===== config.mk =====
export PLATFORM = sky130hd
export DESIGN_NAME = servo_status_outputs
export DESIGN_NICKNAME = d
export VERILOG_FILES = /design/src/logic/status_out_pkg.sv /design/src/logic/servo_status_outputs.sv
export SDC_FILE = /design/constraint.sdc
export NUM_CORES = 1
export LEC_CHECK = 0
export BUFFER_PORTS_ARGS = -buffer_cell sky130_fd_sc_hd__buf_2
export CORE_MARGIN = 4
export CORE_UTILIZATION = 57
export DETAILED_ROUTE_END_ITERATION = 8
export GPL_TIMING_DRIVEN = 0
export PLACE_DENSITY = 0.81
export SLEW_MARGIN = 20
export SYNTH_ARGS = -nofsm -noshare
export SYNTH_HDL_FRONTEND = slang
export SYNTH_SLANG_ARGS = --single-unit

===== constraint.sdc =====
create_clock -name clk -period 4.24 [get_ports clk]
set_input_delay 0.424 -clock clk [delete_from_list [all_inputs] [get_ports clk]]
set_output_delay 0.424 -clock clk [all_outputs]
set_load 0.1 [all_outputs]

===== src/logic/status_out_pkg.sv =====
// Package of constants and types for the servo status-output block
`default_nettype none
package status_out_pkg;

  // ****************************************************************
  // Register map (byte addresses, one 32-bit word each)
  // ****************************************************************
  localparam logic [7:0] CTRL_OFS        = 8'h00;
  localparam logic [7:0] LOW_SPEED_OFS   = 8'h04;
  localparam logic [7:0] ARRIVE_SPD_OFS  = 8'h08;
  localparam logic [7:0] POS_WINDOW_OFS  = 8'h0C;
  localparam logic [7:0] BRAKE_DLY_OFS   = 8'h10;
  localparam logic [7:0] FLAGS_OFS       = 8'h14;
  localparam logic [7:0] INT_STATUS_OFS  = 8'h18;
  localparam logic [7:0] INT_MASK_OFS    = 8'h1C;

  // ****************************************************************
  // Field positions
  // ****************************************************************
  localparam int CTRL_BRAKE_MODE_BIT = 0;
  localparam int EVT_FAULT_BIT       = 0;
  localparam int EVT_LOW_SPEED_BIT   = 1;
  localparam int EVT_TORQUE_BIT      = 2;
  localparam int EVT_ARRIVAL_BIT     = 3;
  localparam int EVT_BRAKE_BIT       = 4;
  localparam int EVT_W               = 5;

  // ****************************************************************
  // Reset values
  // ****************************************************************
  localparam logic        CTRL_RST       = 1'b0;
  localparam logic [15:0] LOW_SPEED_RST  = 16'h0000;
  localparam logic [15:0] ARRIVE_SPD_RST = 16'h0000;
  localparam logic [23:0] POS_WINDOW_RST = 24'h000000;
  localparam logic [15:0] BRAKE_DLY_RST  = 16'h0000;
  localparam logic [4:0]  INT_MASK_RST   = 5'h00;

  // ****************************************************************
  // Timing: brake delay counts in milliseconds
  // ****************************************************************
  localparam int CLK_PERIOD_NS  = 50;
  localparam int DELAY_UNIT_NS  = 1000000;
  localparam int DELAY_UNIT_CYC = DELAY_UNIT_NS / CLK_PERIOD_NS;

  // ****************************************************************
  // Types
  // ****************************************************************
  typedef enum logic [1:0] {
    MODE_POSITION,
    MODE_SPEED,
    MODE_TORQUE,
    MODE_SPARE
  } op_mode_t;

  typedef enum logic {
    BRAKE_SERVO_READY,
    BRAKE_RELEASE
  } brake_mode_t;

  typedef struct packed {
    logic a;
    logic b;
    logic c;
  } enc_phase_t;

  typedef struct packed {
    logic a;
    logic a_n;
    logic b;
    logic b_n;
    logic c;
    logic c_n;
  } enc_diff_t;

  typedef struct packed {
    logic        alarm;
    logic        servo_on;
    op_mode_t    mode;
    logic [15:0] speed_mag;
    logic [15:0] torque_mag;
    logic [15:0] torque_limit;
    logic [23:0] pos_err_mag;
  } drive_state_t;

endpackage : status_out_pkg
`default_nettype wire


===== src/logic/servo_status_outputs.sv =====
// Status-output logic of the servo drive with its register port
//
// Decided for this implementation: the address-and-strobe port and the register addresses.
`default_nettype none
module servo_status_outputs #(
  parameter int DELAY_UNIT_CYC = status_out_pkg::DELAY_UNIT_CYC
) (
  input  wire logic                         clk,
  input  wire logic                         reset_n,
  input  wire logic                         ce,
  input  wire logic [7:0]                   addr,
  input  wire logic [31:0]                  wdata,
  input  wire logic                         wr,
  input  wire logic                         rd,
  output logic      [31:0]                  rdata,
  output logic                              irq,
  input  wire status_out_pkg::drive_state_t drive,
  input  wire status_out_pkg::enc_phase_t   enc_in,
  output logic                              fault_flag_out,
  output logic                              brake_out,
  output logic                              low_speed_out,
  output logic                              torque_saturated_flag,
  output logic                              arrival_flag,
  output status_out_pkg::enc_diff_t         enc_out
);

  // ****************************************************************
  // Configuration registers
  // ****************************************************************
  status_out_pkg::brake_mode_t brake_mode_reg;
  status_out_pkg::brake_mode_t brake_mode_next;
  logic [15:0]                 low_speed_reg;
  logic [15:0]                 low_speed_next;
  logic [15:0]                 arrive_spd_reg;
  logic [15:0]                 arrive_spd_next;
  logic [23:0]                 pos_window_reg;
  logic [23:0]                 pos_window_next;
  logic [15:0]                 brake_dly_reg;
  logic [15:0]                 brake_dly_next;
  logic [4:0]                  int_mask_reg;
  logic [4:0]                  int_mask_next;
  logic [4:0]                  int_status_reg;
  logic [4:0]                  int_status_next;
  logic [31:0]                 rdata_reg;
  logic [31:0]                 rdata_next;
  logic                        irq_reg;
  logic                        irq_next;

  // ****************************************************************
  // Status flag state
  // ****************************************************************
  logic [4:0]                  flags_reg;
  logic [4:0]                  flags_next;
  status_out_pkg::enc_diff_t   enc_reg;
  status_out_pkg::enc_diff_t   enc_next;

  // ****************************************************************
  // Brake sequencer state
  // ****************************************************************
  typedef enum logic [1:0] {
    BR_HELD,
    BR_WAIT,
    BR_RELEASED
  } brake_state_t;

  brake_state_t                brake_state_reg;
  brake_state_t                brake_state_next;
  logic [31:0]                 unit_cnt_reg;
  logic [31:0]                 unit_cnt_next;
  logic [15:0]                 dly_cnt_reg;
  logic [15:0]                 dly_cnt_next;

  logic [4:0]                  flags_now;
  logic [4:0]                  events;
  logic                        brake_now;

  // ****************************************************************
  // Flag comparisons
  // ****************************************************************
  always_comb
  begin
    flags_now = '0;
    flags_now[status_out_pkg::EVT_FAULT_BIT] = drive.alarm;
    flags_now[status_out_pkg::EVT_LOW_SPEED_BIT] =
      drive.speed_mag < low_speed_reg;
    // Saturation counts only while the torque loop is in charge
    flags_now[status_out_pkg::EVT_TORQUE_BIT] =
      (drive.mode == status_out_pkg::MODE_TORQUE)
      && (drive.torque_mag >= drive.torque_limit);
    unique case (drive.mode)
      status_out_pkg::MODE_POSITION:
        flags_now[status_out_pkg::EVT_ARRIVAL_BIT] =
          drive.pos_err_mag < pos_window_reg;
      status_out_pkg::MODE_SPEED:
        flags_now[status_out_pkg::EVT_ARRIVAL_BIT] =
          drive.speed_mag < arrive_spd_reg;
      status_out_pkg::MODE_TORQUE,
      status_out_pkg::MODE_SPARE:
        flags_now[status_out_pkg::EVT_ARRIVAL_BIT] = 1'b0;
    endcase
    flags_now[status_out_pkg::EVT_BRAKE_BIT] = brake_now;
  end

  // ****************************************************************
  // Brake sequencer
  // ****************************************************************
  always_comb
  begin
    brake_state_next = brake_state_reg;
    unit_cnt_next    = unit_cnt_reg;
    dly_cnt_next     = dly_cnt_reg;
    brake_now        = 1'b0;
    if (brake_mode_reg == status_out_pkg::BRAKE_SERVO_READY)
    begin
      // No delay in this mode; sequencer parks so a later switch starts clean
      brake_state_next = BR_HELD;
      brake_now        = drive.servo_on && !drive.alarm;
    end
    else
    begin
      unique case (brake_state_reg)
        BR_HELD:
        begin
          unit_cnt_next = '0;
          dly_cnt_next  = '0;
          if (drive.servo_on)
          begin
            if (brake_dly_reg == 16'h0000)
            begin
              brake_state_next = BR_RELEASED;
              brake_now        = 1'b1;
            end
            else
            begin
              brake_state_next = BR_WAIT;
            end
          end
        end
        BR_WAIT:
        begin
          if (!drive.servo_on)
          begin
            brake_state_next = BR_HELD;
          end
          else if (unit_cnt_reg == 32'(DELAY_UNIT_CYC - 1))
          begin
            unit_cnt_next = '0;
            dly_cnt_next  = dly_cnt_reg + 16'h0001;
            if (dly_cnt_reg + 16'h0001 >= brake_dly_reg)
            begin
              brake_state_next = BR_RELEASED;
              brake_now        = 1'b1;
            end
          end
          else
          begin
            unit_cnt_next = unit_cnt_reg + 32'h0000_0001;
          end
        end
        BR_RELEASED:
        begin
          brake_now = drive.servo_on;
          if (!drive.servo_on)
          begin
            brake_state_next = BR_HELD;
          end
        end
        default:
        begin
          brake_state_next = BR_HELD;
        end
      endcase
    end
  end

  // ****************************************************************
  // Flags, encoder drivers, events
  // ****************************************************************
  always_comb
  begin
    flags_next = flags_now;
    events     = flags_now & ~flags_reg;
    // Feedback phases pass straight through, so forward order is preserved
    enc_next.a   = enc_in.a;
    enc_next.a_n = ~enc_in.a;
    enc_next.b   = enc_in.b;
    enc_next.b_n = ~enc_in.b;
    enc_next.c   = enc_in.c;
    enc_next.c_n = ~enc_in.c;
  end

  // ****************************************************************
  // Register port and interrupt
  // ****************************************************************
  always_comb
  begin
    brake_mode_next = brake_mode_reg;
    low_speed_next  = low_speed_reg;
    arrive_spd_next = arrive_spd_reg;
    pos_window_next = pos_window_reg;
    brake_dly_next  = brake_dly_reg;
    int_mask_next   = int_mask_reg;
    int_status_next = int_status_reg;
    rdata_next      = '0;
    if (wr)
    begin
      unique case (addr)
        status_out_pkg::CTRL_OFS:
          brake_mode_next = status_out_pkg::brake_mode_t'(
            wdata[status_out_pkg::CTRL_BRAKE_MODE_BIT]);
        status_out_pkg::LOW_SPEED_OFS:  low_speed_next  = wdata[15:0];
        status_out_pkg::ARRIVE_SPD_OFS: arrive_spd_next = wdata[15:0];
        status_out_pkg::POS_WINDOW_OFS: pos_window_next = wdata[23:0];
        status_out_pkg::BRAKE_DLY_OFS:  brake_dly_next  = wdata[15:0];
        status_out_pkg::INT_STATUS_OFS: int_status_next = int_status_reg & ~wdata[4:0];
        status_out_pkg::INT_MASK_OFS:   int_mask_next   = wdata[4:0];
        default:                        ;
      endcase
    end
    // New events win over a clear in the same cycle
    int_status_next = int_status_next | events;
    if (rd)
    begin
      unique case (addr)
        status_out_pkg::CTRL_OFS:       rdata_next = {31'h0, brake_mode_reg};
        status_out_pkg::LOW_SPEED_OFS:  rdata_next = {16'h0000, low_speed_reg};
        status_out_pkg::ARRIVE_SPD_OFS: rdata_next = {16'h0000, arrive_spd_reg};
        status_out_pkg::POS_WINDOW_OFS: rdata_next = {8'h00, pos_window_reg};
        status_out_pkg::BRAKE_DLY_OFS:  rdata_next = {16'h0000, brake_dly_reg};
        status_out_pkg::FLAGS_OFS:      rdata_next = {27'h0, flags_reg};
        status_out_pkg::INT_STATUS_OFS: rdata_next = {27'h0, int_status_reg};
        status_out_pkg::INT_MASK_OFS:   rdata_next = {27'h0, int_mask_reg};
        default:                        rdata_next = '0;
      endcase
    end
    irq_next = |(int_status_next & int_mask_next);
  end

  // ****************************************************************
  // State registers
  // ****************************************************************
  always_ff @(posedge clk or negedge reset_n)
  begin
    if (!reset_n)
    begin
      brake_mode_reg  <= status_out_pkg::brake_mode_t'(status_out_pkg::CTRL_RST);
      low_speed_reg   <= status_out_pkg::LOW_SPEED_RST;
      arrive_spd_reg  <= status_out_pkg::ARRIVE_SPD_RST;
      pos_window_reg  <= status_out_pkg::POS_WINDOW_RST;
      brake_dly_reg   <= status_out_pkg::BRAKE_DLY_RST;
      int_mask_reg    <= status_out_pkg::INT_MASK_RST;
      int_status_reg  <= '0;
      rdata_reg       <= '0;
      irq_reg         <= 1'b0;
      flags_reg       <= '0;
      enc_reg         <= '0;
      brake_state_reg <= BR_HELD;
      unit_cnt_reg    <= '0;
      dly_cnt_reg     <= '0;
    end
    else if (ce)
    begin
      brake_mode_reg  <= brake_mode_next;
      low_speed_reg   <= low_speed_next;
      arrive_spd_reg  <= arrive_spd_next;
      pos_window_reg  <= pos_window_next;
      brake_dly_reg   <= brake_dly_next;
      int_mask_reg    <= int_mask_next;
      int_status_reg  <= int_status_next;
      rdata_reg       <= rdata_next;
      irq_reg         <= irq_next;
      flags_reg       <= flags_next;
      enc_reg         <= enc_next;
      brake_state_reg <= brake_state_next;
      unit_cnt_reg    <= unit_cnt_next;
      dly_cnt_reg     <= dly_cnt_next;
    end
  end

  // ****************************************************************
  // Outputs, all straight from flip-flops
  // ****************************************************************
  assign rdata                 = rdata_reg;
  assign irq                   = irq_reg;
  assign fault_flag_out        = flags_reg[status_out_pkg::EVT_FAULT_BIT];
  assign low_speed_out         = flags_reg[status_out_pkg::EVT_LOW_SPEED_BIT];
  assign torque_saturated_flag = flags_reg[status_out_pkg::EVT_TORQUE_BIT];
  assign arrival_flag          = flags_reg[status_out_pkg::EVT_ARRIVAL_BIT];
  assign brake_out             = flags_reg[status_out_pkg::EVT_BRAKE_BIT];
  assign enc_out               = enc_reg;

endmodule : servo_status_outputs
`default_nettype wire


==> impl_metrics.csv, run 1 <==
group,metric,value,unit
logic_synthesis,ys.flop_type,"dfrtp_1",
final_layout,multi_input_area,5250,um2
final_layout,diodes,0,
pwr,p_leak,5.76,nW
hold_path,min_from,"enc_in[1]",
timing,period_needed,3.84,ns
clock_tree,clk_pin_slew,0.07,ns
worst_setup_path,reg2reg_from,"dly_cnt_reg[0]$_DFFE_PN0P_",
timing,post-route-period-util,0.906,
worst_setup_path,cp_max_fo,6,
grt,grt_pass1_vias,8692,
timing,slew_violations,0,
logic_synthesis,yosys.area.top_type_share,0.418,
place,dpl.cell_count,1443,
detailed_routing,drtIter0Drc,659,
grt,grt_max_degree,102,
logic_synthesis,synth-edff-count,0,
hold_path,worstHoldPathType,"primary input to flip-flop",
clock_tree,clk_path_buf_depth,2,
grt,grt_pass1_wl,42300,um
worst_setup_path,crit_type,"flip-flop to flip-flop",
logic_synthesis,synth.cell_area,10100,um2
final_layout,area_growth_syn_to_layout,16.6,%
timing,relSlewSlack,0.328,
clock_tree,clockRootBuffer,"clkbuf_16",
logic_synthesis,synthCells,1062,
run,maxCapViolCount,0,
logic_synthesis,synth_area_leaders,"dfrtp_1 (42%), ha_1 (11%), mux2_2 (6.1%)",
timing,skew,0.00981,ns
timing,finalSetupTns,0,ns
pwr,power,3.69,mW
detailed_routing,viasPerCell,5.89,
pwr,peakVddDrop,0.000282,V
place,pre_cts_slack,0.442,ns
clock_tree,cts_tree,"built",
final_layout,final_util,0.679,
detailed_routing,vias,8696,
place,hpwl,20100,um
worst_setup_path,path_cells,"ha_1 > nand4_1 > nor2_1 > and3_1 > clkbuf_1 > nand3_1 > xnor2_1 > ha_1 > a211oi_1 > nor2_1 > a211o_1 > a311o_1 > a31oi_1 > a31o_2 > a31oi_1",
floorplan,dieArea,19900,um2
clock_tree,cts_buffers,17,
timing,fmax,260,MHz
worst_setup_path,crit_family,"compound AO/OA/AOI/OAI gates",
timing,finalSetupViolations,0,
detailed_routing,drcViolationCount,0,
worst_setup_path,start_kind,"flip-flop",
clock_tree,clk_latency,0.44,ns
floorplan,die_height,141,um
detailed_routing,finalWirelength,26000,um
worst_setup_path,startpoint,"dly_cnt_reg[0]$_DFFE_PN0P_",
timing,rsz0062_at_grt,"false",
logic_synthesis,synth_cell_types,67,
pwr,p_per_area,313,nW/um2
detailed_routing,ant_nets,0,
logic_synthesis,async_flop_share,1.00,
final_layout,drive_gt1_frac,0.210,
grt,antenna_found_initial,0,
floorplan,fp.dieW,141,um
place,io_buffers,148,
detailed_routing,drt_first_pass_iters,7,
place,placed_cell_area,11200,um2
grt,grt_overflow,0,
logic_synthesis,yosysSeqAreaShare,0.418,
grt,grtUsageTotal,0.264,
final_layout,finalNonFillerCells,1476,
worst_setup_path,cp_data_required_time,4.55,ns
logic_synthesis,ys.warnings.count,0,
floorplan,initial_utilization,0.583,
worst_setup_path,max_stage_delay,0.45,ns
final_layout,final_nets,1449,
timing,worst_slack,0.399,ns
outcome,status,"finished clean",
clock_tree,cts_sinks,169,
final_layout,largest_reg_flops,32,
logic_synthesis,yosysTopAreaCell,"dfrtp_1",
worst_setup_path,cp.arrival,4.15,ns
worst_setup_path,worst-path-buf-inv,1,
timing,whs,0.166,ns
timing,finalHoldViolations,0,
worst_setup_path,worst_path_max_delay_cell,"dfrtp_1",
logic_synthesis,synth-seq-cells,169,
clock_tree,cts-resized-gates,0,
final_layout,design_area,11800,um2
floorplan,coreArea,17400,um2
floorplan,core.rowCount,48,
place,gp_congestion,0.912,
timing,worst_slew_pin_slew,1.00,ns
final_layout,regArea,4230,um2
logic_synthesis,synth.avg_cell_area,9.52,um2
worst_setup_path,worstSetupEndpointType,"flip-flop",
clock_tree,cts-htree-levels,4,
floorplan,io_pins,168,
final_layout,fillers,1340,
detailed_routing,wl_per_cell,17.6,um
==> cell usage in the layout, fill, tap and decap left out, drive strengths merged, types with 21 or more instances in the layout <==
| cell | instances |
|---|---|
| mux2 | 56 |
| nand2 | 93 |
| xor2 | 22 |
| o22ai | 24 |
| o21ai | 87 |
| nand3 | 37 |
| nor2 | 55 |
| clkbuf | 49 |
| buf | 165 |
| ha | 87 |
| inv | 126 |
| nor4 | 21 |
| a21oi | 30 |
| dfrtp | 169 |
==> cells by family after synthesis <==
| group | Yosys count | share of synthesized area |
|---|---|---|
| other | 1 | 0.000371 |
| multiplexers | 63 | 0.0721 |
| AND/OR/NAND/NOR | 301 | 0.151 |
| adder cells (fa/ha/maj) | 87 | 0.108 |
| XOR/XNOR | 33 | 0.0286 |
| AO/OA/AOI/OAI | 240 | 0.156 |
| flip-flops | 169 | 0.418 |
| buffers and inverters | 168 | 0.0658 |
==> path summary, 6_finish.rpt <==
check                                            endpoint  slack, ns  cells after the start
setup / recovery                          irq$_DFFE_PN0P_       0.40                     15
hold / removal                     enc_out[2]$_DFFE_PN0P_       0.17                      2
setup reg to reg                          irq$_DFFE_PN0P_       0.40                     15
hold reg to reg              unit_cnt_reg[31]$_DFFE_PN0P_       0.49                      1
max in group asynchronous    brake_dly_reg[9]$_DFFE_PN0P_       2.85                      3
min in group asynchronous  pos_window_reg[21]$_DFFE_PN0P_       0.53                      2
==> routing by layer <==
metal,GRT usage,vias to the layer above,wire length (um),part of all wire
met2,0.464,286,13000,0.50
li1,-,4146,-,-
met3,0.0546,65,1520,0.059
met4,0.0928,0,702,0.027
met1,0.321,4199,10700,0.41
met5,0,-,0,0
==> cell type report <==
| type | count | share of cell area |
|---|---|---|
| inverters | 123 | 0.0392 |
| clock buffers | 20 | 0.0396 |
| repair buffers | 150 | 0.0669 |
| clock inverters | 12 | 0.00976 |
| flip-flops and latches | 169 | 0.359 |
| multi-input cells | 732 | 0.445 |
| plain buffers | 45 | 0.0173 |
| well taps | 225 | 0.0239 |
==> Yosys cell counts (5+ instances only) <==
library cell  instances
a211oi_1              8
a21o_1                5
a21oi_1              30
a221oi_1             14
a22o_1               14
a22oi_1               6
a31oi_1               6
a32o_1                7
and2_1                7
and3_1               19
buf_4                 8
clkbuf_1             29
dfrtp_1             169
ha_1                 87
inv_1               123
mux2_2               55
mux2i_1               5
nand2_1              92
nand2b_1             12
nand3_1              37
nand4_1              17
nor2_1               54
nor2b_1               8
nor3_1               13
nor4_1               19
o21ai_0              86
o22ai_1              24
o31ai_1              14
xnor2_1              11
xor2_1               22
==> worst reg2reg max path, delay by kind of cell (launching register included) <==
| family | cells | cell delay, ns |
|---|---|---|
| compound gates | 6 | 1.45 |
| xor+xnor | 1 | 0.17 |
| fa+ha+maj | 2 | 0.52 |
| buf+inv | 1 | 0.20 |
| flops | 1 | 0.45 |
| simple gates | 5 | 0.93 |
==> report_power, final <==
group          internal, mW  total, mW  switching [mW]  leakage (nW)
registers              1.65       1.69          0.0345          2.16
logic                 0.153      0.467           0.315          3.32
clock network         0.860       1.54           0.677         0.279
total                  2.67       3.69            1.03          5.76
==> timing repair <==
action | in CTS | in global routing
setup buffers | 0 | 0
endpoints found under the hold margin | 68 | 0
hold buffers | 1 | 0
Note: power is estimated with default switching activity, not from simulation.
==> inputs of run 2 (changes only) <==
--- a/config.mk
+++ b/config.mk
@@ -8,8 +8,8 @@
 export BUFFER_PORTS_ARGS = -buffer_cell sky130_fd_sc_hd__buf_2
 export CORE_MARGIN = 4
-export CORE_UTILIZATION = 57
+export CORE_UTILIZATION = 52
 export DETAILED_ROUTE_END_ITERATION = 8
 export GPL_TIMING_DRIVEN = 0
-export PLACE_DENSITY = 0.81
+export PLACE_DENSITY = 0.77
 export SLEW_MARGIN = 20
 export SYNTH_ARGS = -nofsm -noshare
==> constraint.sdc (replaced) <==
create_clock -name clk -period 3.5 [get_ports clk]
set_input_delay 0.175 -clock clk [delete_from_list [all_inputs] [get_ports clk]]
set_output_delay 0.175 -clock clk [all_outputs]
set_load 0.1 [all_outputs]
==> impl_metrics.csv, run 2 (synthesis gave the netlist of run 1 again) <==
group,metric,value,unit
outcome,status,"finished clean",
final_layout,area_growth_syn_to_layout,19.8,%
final_layout,fillers,1546,
grt,grt_pass1_wl,43000,um
clock_tree,cts_sinks,169,
clock_tree,clockRootBuffer,"clkbuf_16",
floorplan,core.rowCount,50,
worst_setup_path,worst-r2r-cell-count,14,
clock_tree,clk_pin_slew,0.08,ns
grt,grtUsageTotal,0.243,
worst_setup_path,cp_max_fo,5,
pwr,peakVddDrop,0.000336,V
detailed_routing,ant_nets,0,
timing,slew_violations,0,
timing,period_needed,3.38,ns
hold_path,worstHoldPathType,"primary input to flip-flop",
grt,grt_max_degree,102,
hold_path,min_from,"wdata[9]",
timing,finalSetupViolations,0,
final_layout,layout_common_cells,"dfrtp_1 (165), buf_2 (151), inv_1 (123), nand2_1 (90)",
clock_tree,cts-htree-levels,4,
final_layout,largest_reg_flops,32,
place,gp_congestion,0.924,
run,maxCapViolCount,0,
pwr,p_per_area,370,nW/um2
timing,relSlewSlack,0.339,
worst_setup_path,startpoint,"dly_cnt_reg[7]$_DFFE_PN0P_",
floorplan,dieArea,21700,um2
clock_tree,cts_buffers,17,
clock_tree,clk_latency,0.44,ns
final_layout,drive_gt1_frac,0.224,
worst_setup_path,cp_data_required_time,3.82,ns
detailed_routing,finalWirelength,26700,um
detailed_routing,vias,8760,
place,hpwl,20200,um
final_layout,final_util,0.642,
final_layout,regArea,4230,um2
timing,skew,0.0109,ns
clock_tree,clk_path_buf_depth,2,
floorplan,coreArea,18900,um2
final_layout,multi_input_area,5310,um2
place,io_buffers,148,
final_layout,final_common_cell,"dfrtp_1",
detailed_routing,wl_per_cell,17.4,um
detailed_routing,drt_first_pass_iters,5,
floorplan,die_height,147,um
timing,finalSetupTns,0,ns
floorplan,fp.dieW,147,um
grt,antenna_found_initial,0,
timing,post-route-period-util,0.965,
grt,grt_overflow,0,
final_layout,final_nets,1469,
worst_setup_path,reg2reg_from,"dly_cnt_reg[7]$_DFFE_PN0P_",
timing,worst_slew_pin_slew,0.984,ns
detailed_routing,viasPerCell,5.72,
clock_tree,cts_tree,"built",
worst_setup_path,worstSetupEndpointType,"flip-flop",
pwr,p_leak,5.89,nW
final_layout,diodes,0,
floorplan,initial_utilization,0.535,
grt,grt_pass1_vias,8676,
hold_path,hold_depth,3,
detailed_routing,drcViolationCount,0,
worst_setup_path,cp.arrival,3.70,ns
timing,finalHoldViolations,0,
detailed_routing,drtIter0Drc,601,
floorplan,io_pins,168,
worst_setup_path,start_kind,"flip-flop",
timing,fmax,296,MHz
worst_setup_path,crit_type,"flip-flop to flip-flop",
-- run 2: cell count changes in the layout (fill, tap and decap cells not counted), sizes merged --
cell         delta
inv             +5
clkbuf          -3
buf             +8
bufinv          -1
dlygate4sd3    +13
clkinvlp        -2
-- run 2: area by class of cell --
class,count,area share
clock buffer,18,0.0362
clock inverter,14,0.0125
timing repair buffer,171,0.0824
tap,260,0.0268
buffer,44,0.0165
inverter,123,0.0381
multi-input combinational,732,0.438
sequential,169,0.349
-- run 2: metrics by stage --
stage                     hold WS [ns]  total power [mW]  setup slack (ns)  cell area, um2  instances
after detailed placement       -0.0388              2.64            -0.253           11300       1479
after global routing            0.0339              4.66           -0.0421           12100       1531
final                           0.0235              4.49             0.122           12100       1531
after floorplan                 -0.121              2.42             0.274           10100       1069
after global placement           0.370              2.62            -0.330           11200       1477
after CTS                       0.0151              4.51          0.000385           12000       1526
-- run 2: metal layers --
layer  share of wire  global-route usage  vias up  routed length [um]
met5               0                   0        -                   0
met4           0.029              0.0913        0                 785
met3           0.050              0.0423       62                1320
met2            0.50               0.424      276               13400
met1            0.42               0.304     4237               11200
li1                -                   -     4185                   -
-- run 2: path summary, 6_finish.rpt --
| check | to | slack (ns) |
|---|---|---|
| hold reg to reg | unit_cnt_reg[31]$_DFFE_PN0P_ | 0.49 |
| max in group asynchronous | dly_cnt_reg[2]$_DFFE_PN0P_ | 2.37 |
| hold / removal | low_speed_reg[9]$_DFFE_PN0P_ | 0.02 |
| setup / recovery | flags_reg[4]$_DFFE_PN0P_ | 0.12 |
| min in group asynchronous | rdata[20]$_DFFE_PN0P_ | 0.11 |
| setup reg to reg | flags_reg[4]$_DFFE_PN0P_ | 0.12 |
-- run 2: worst max-delay path, stage by stage, from the launching register on --
cell	delay [ns]
dfrtp_1	0.43
nand2_1	0.13
nor4_4	0.35
and3_4	0.25
and3_2	0.22
nand3_1	0.13
xnor2_2	0.17
ha_1	0.29
nand4_1	0.11
nor2_1	0.07
a211o_1	0.28
a311o_1	0.36
nand2_2	0.11
o211ai_1	0.11
a41o_1	0.26
-- run 2: power by group --
| part | total, mW | switching, mW | internal [mW] | leakage [nW] |
|---|---|---|---|---|
| Sequential | 2.04 | 0.0423 | 2.00 | 2.16 |
| Clock | 1.86 | 0.892 | 0.973 | 0.287 |
| Combinational | 0.580 | 0.382 | 0.198 | 3.45 |
| Total | 4.49 | 1.32 | 3.17 | 5.89 |
-- run 2: what timing repair did --
| action | in CTS | in global routing |
|---|---|---|
| gates resized for setup | 7 | 10 |
| endpoints found under the hold margin | 120 | 0 |
| setup endpoints to repair | 5 | 5 |
| hold buffers | 14 | 0 |
| pin swaps | 2 | 4 |
| buffers inserted | 1 | 6 |
==> inputs of run 3 (changes only) <==
Settings changed: CELL_PAD_IN_SITES_DETAIL_PLACEMENT from default to 0, CELL_PAD_IN_SITES_GLOBAL_PLACEMENT from default to 2, CORE_UTILIZATION 52 to 32, PLACE_DENSITY 0.77 to default, PLACE_DENSITY_LB_ADDON from default to 0.1.
==> impl_metrics.csv, run 3 (synthesis gave the netlist of run 1 again) <==
group,metric,value,unit
floorplan,io_pins,168,
clock_tree,cts_tree,"built",
worst_setup_path,cp_data_required_time,3.84,ns
final_layout,design_area,12300,um2
final_layout,diodes,0,
grt,grt_util_met3,0.0283,
pwr,power,4.62,mW
grt,grtUsageTotal,0.177,
floorplan,die_height,186,um
timing,finalSetupViolations,0,
timing,post-route-period-util,0.951,
outcome,status,"finished clean",
clock_tree,clk_path_buf_depth,2,
place,hpwl,23700,um
timing,worst_slack,0.171,ns
floorplan,fp.dieW,186,um
timing,relSlewSlack,0.310,
detailed_routing,drtIter0Drc,341,
grt,grtUsageMet2,0.302,
floorplan,initial_utilization,0.327,
floorplan,coreArea,30900,um2
grt,grt_pass1_vias,8420,
worst_setup_path,crit_type,"flip-flop to flip-flop",
pwr,combPwrFrac,0.126,
worst_setup_path,worstSetupEndpointType,"flip-flop",
pwr,peakVddDrop,0.000332,V
timing,fmax,300,MHz
timing,skew,0.0183,ns
worst_setup_path,startpoint,"dly_cnt_reg[0]$_DFFE_PN0P_",
worst_setup_path,cp_max_fo,6,
final_layout,final_common_cell,"dfrtp_1",
clock_tree,clockRootBuffer,"clkbuf_16",
worst_setup_path,reg2reg_from,"dly_cnt_reg[0]$_DFFE_PN0P_",
pwr,seq_power_share,0.443,
run,maxCapViolCount,0,
grt,grt_pass1_wl,47400,um
detailed_routing,viasPerCell,4.97,
worst_setup_path,worst-r2r-cell-count,14,
floorplan,core.rowCount,64,
detailed_routing,vias,8305,
detailed_routing,drcViolationCount,0,
clock_tree,clk_pin_slew,0.08,ns
final_layout,final_nets,1473,
worst_setup_path,start_kind,"flip-flop",
detailed_routing,wl_per_cell,18.0,um
grt,gr-max-usage-layer,"met2",
pwr,sw_frac_of_total,0.288,
worst_setup_path,rr_endpoint,"flags_reg[4]$_DFFE_PN0P_",
pwr,p_int,3.29,mW
clock_tree,cts-htree-levels,4,
place,pre_cts_slack,-0.427,ns
final_layout,area_growth_syn_to_layout,21.9,%
worst_setup_path,reg2reg_slack,0.17,ns
final_layout,fillers,3173,
place,gp_congestion,0.797,
timing,period_needed,3.33,ns
place,io_buffers,148,
worst_setup_path,cp.arrival,3.67,ns
timing,worst_slew_pin_slew,1.03,ns
timing,slew_violations,0,
pwr,p_per_area,375,nW/um2
final_layout,drive_gt1_frac,0.227,
grt,use_met1,0.235,
final_layout,layout_common_cells,"dfrtp_1 (166), buf_2 (151), inv_1 (123), nand2_1 (90)",
grt,grt_max_degree,86,
hold_path,worstHoldPathType,"primary input to flip-flop",
clock_tree,cts_buffers,17,
pwr,p_leak,5.93,nW
detailed_routing,finalWirelength,30100,um
final_layout,largest_reg_flops,32,
clock_tree,clk_latency,0.44,ns
timing,whs,0.0185,ns
pwr,p_sw,1.33,mW
detailed_routing,ant_nets,0,
detailed_routing,drt_first_pass_iters,5,
timing,finalHoldViolations,0,
grt,antenna_found_initial,1,
hold_path,min_from,"wdata[9]",
place,placed_cell_area,11400,um2
pwr,clock_power_share,0.432,
grt,grt_overflow,0,
worst_setup_path,critPathCapture,"flags_reg[4]$_DFFE_PN0P_",
clock_tree,cts_sinks,169,
floorplan,dieArea,34500,um2
[run 3: cell types whose count changed in the layout (fill, tap and decap cells not counted), moves of 2 or more]
cell,before,now
clkinv_8,3,0
bufinv_16,0,2
inv_8,3,1
clkinv_2,0,2
buf_4,15,19
inv_6,5,7
[run 3: how the worst min path moves through the flow]
stage | to | depth (start not counted)
6_report | brake_dly_reg[9]$_DFFE_PN0P_ | 3
3_5_place_dp | pos_window_reg[19]$_DFFE_PN0P_ | 1
2_1_floorplan | arrive_spd_reg[0]$_DFFE_PN0P_ | 0
4_1_cts | brake_dly_reg[9]$_DFFE_PN0P_ | 3
3_3_place_gp | enc_out[2]$_DFFE_PN0P_ | 2
5_1_grt | low_speed_reg[9]$_DFFE_PN0P_ | 3
[run 3: final cells by class]
class                      count  area [um2]  area share
clock inverter                14         160      0.0130
sequential                   169        4230       0.343
multi-input combinational    732        5330       0.432
timing repair buffer         175        1010      0.0820
inverter                     123         462      0.0375
buffer                        44         200      0.0162
clock buffer                  18         439      0.0356
tap                          396         495      0.0402
[run 3: timing repair]
item,CTS,global route
resized for setup,13,7
hold buffers,15,0
gates cloned,0,0
buffers inserted,4,7
endpoints found under the hold margin,102,0
endpoints found under the setup margin,5,3
pin swaps,2,6
[run 3: power groups by stage]
stage          Clock [mW]  Sequential (mW)  Combinational [mW]
3_5_place_dp            0             2.08               0.579
2_1_floorplan           0             2.16               0.255
4_1_cts              2.04             2.04               0.594
3_3_place_gp            0             2.08               0.571
6_report             1.99             2.04               0.580
5_1_grt              2.13             2.05               0.651
[run 3: worst max-delay path, stage by stage, from the launching register on]
cell	delay (ns)
dfrtp_2	0.47
nand2_4	0.09
nor4_4	0.30
and3_4	0.26
and3_4	0.21
nand3_1	0.13
xnor2_2	0.18
ha_1	0.31
nand4_1	0.11
nor2_1	0.07
a211o_1	0.28
a311o_2	0.38
nand2_2	0.11
o211ai_1	0.11
a41o_1	0.20
[run 3: stage by stage]
| stage | setup TNS (ns) | utilization | cells |
|---|---|---|---|
| finish | 0 | 0.399 | 1671 |
| global route | -0.00756 | 0.399 | 1671 |
| CTS | 0 | 0.396 | 1664 |
| detailed placement | -1.63 | 0.369 | 1614 |
| global placement | -133.57 | 0.368 | 1613 |
| floorplan | 0 | - | 1069 |
[run 3: layer usage]
metal  vias up  part of all wire
li1       4188                 -
met1      3970              0.47
met2       126              0.49
met3        19             0.027
met4         2             0.015
met5         -           0.00040
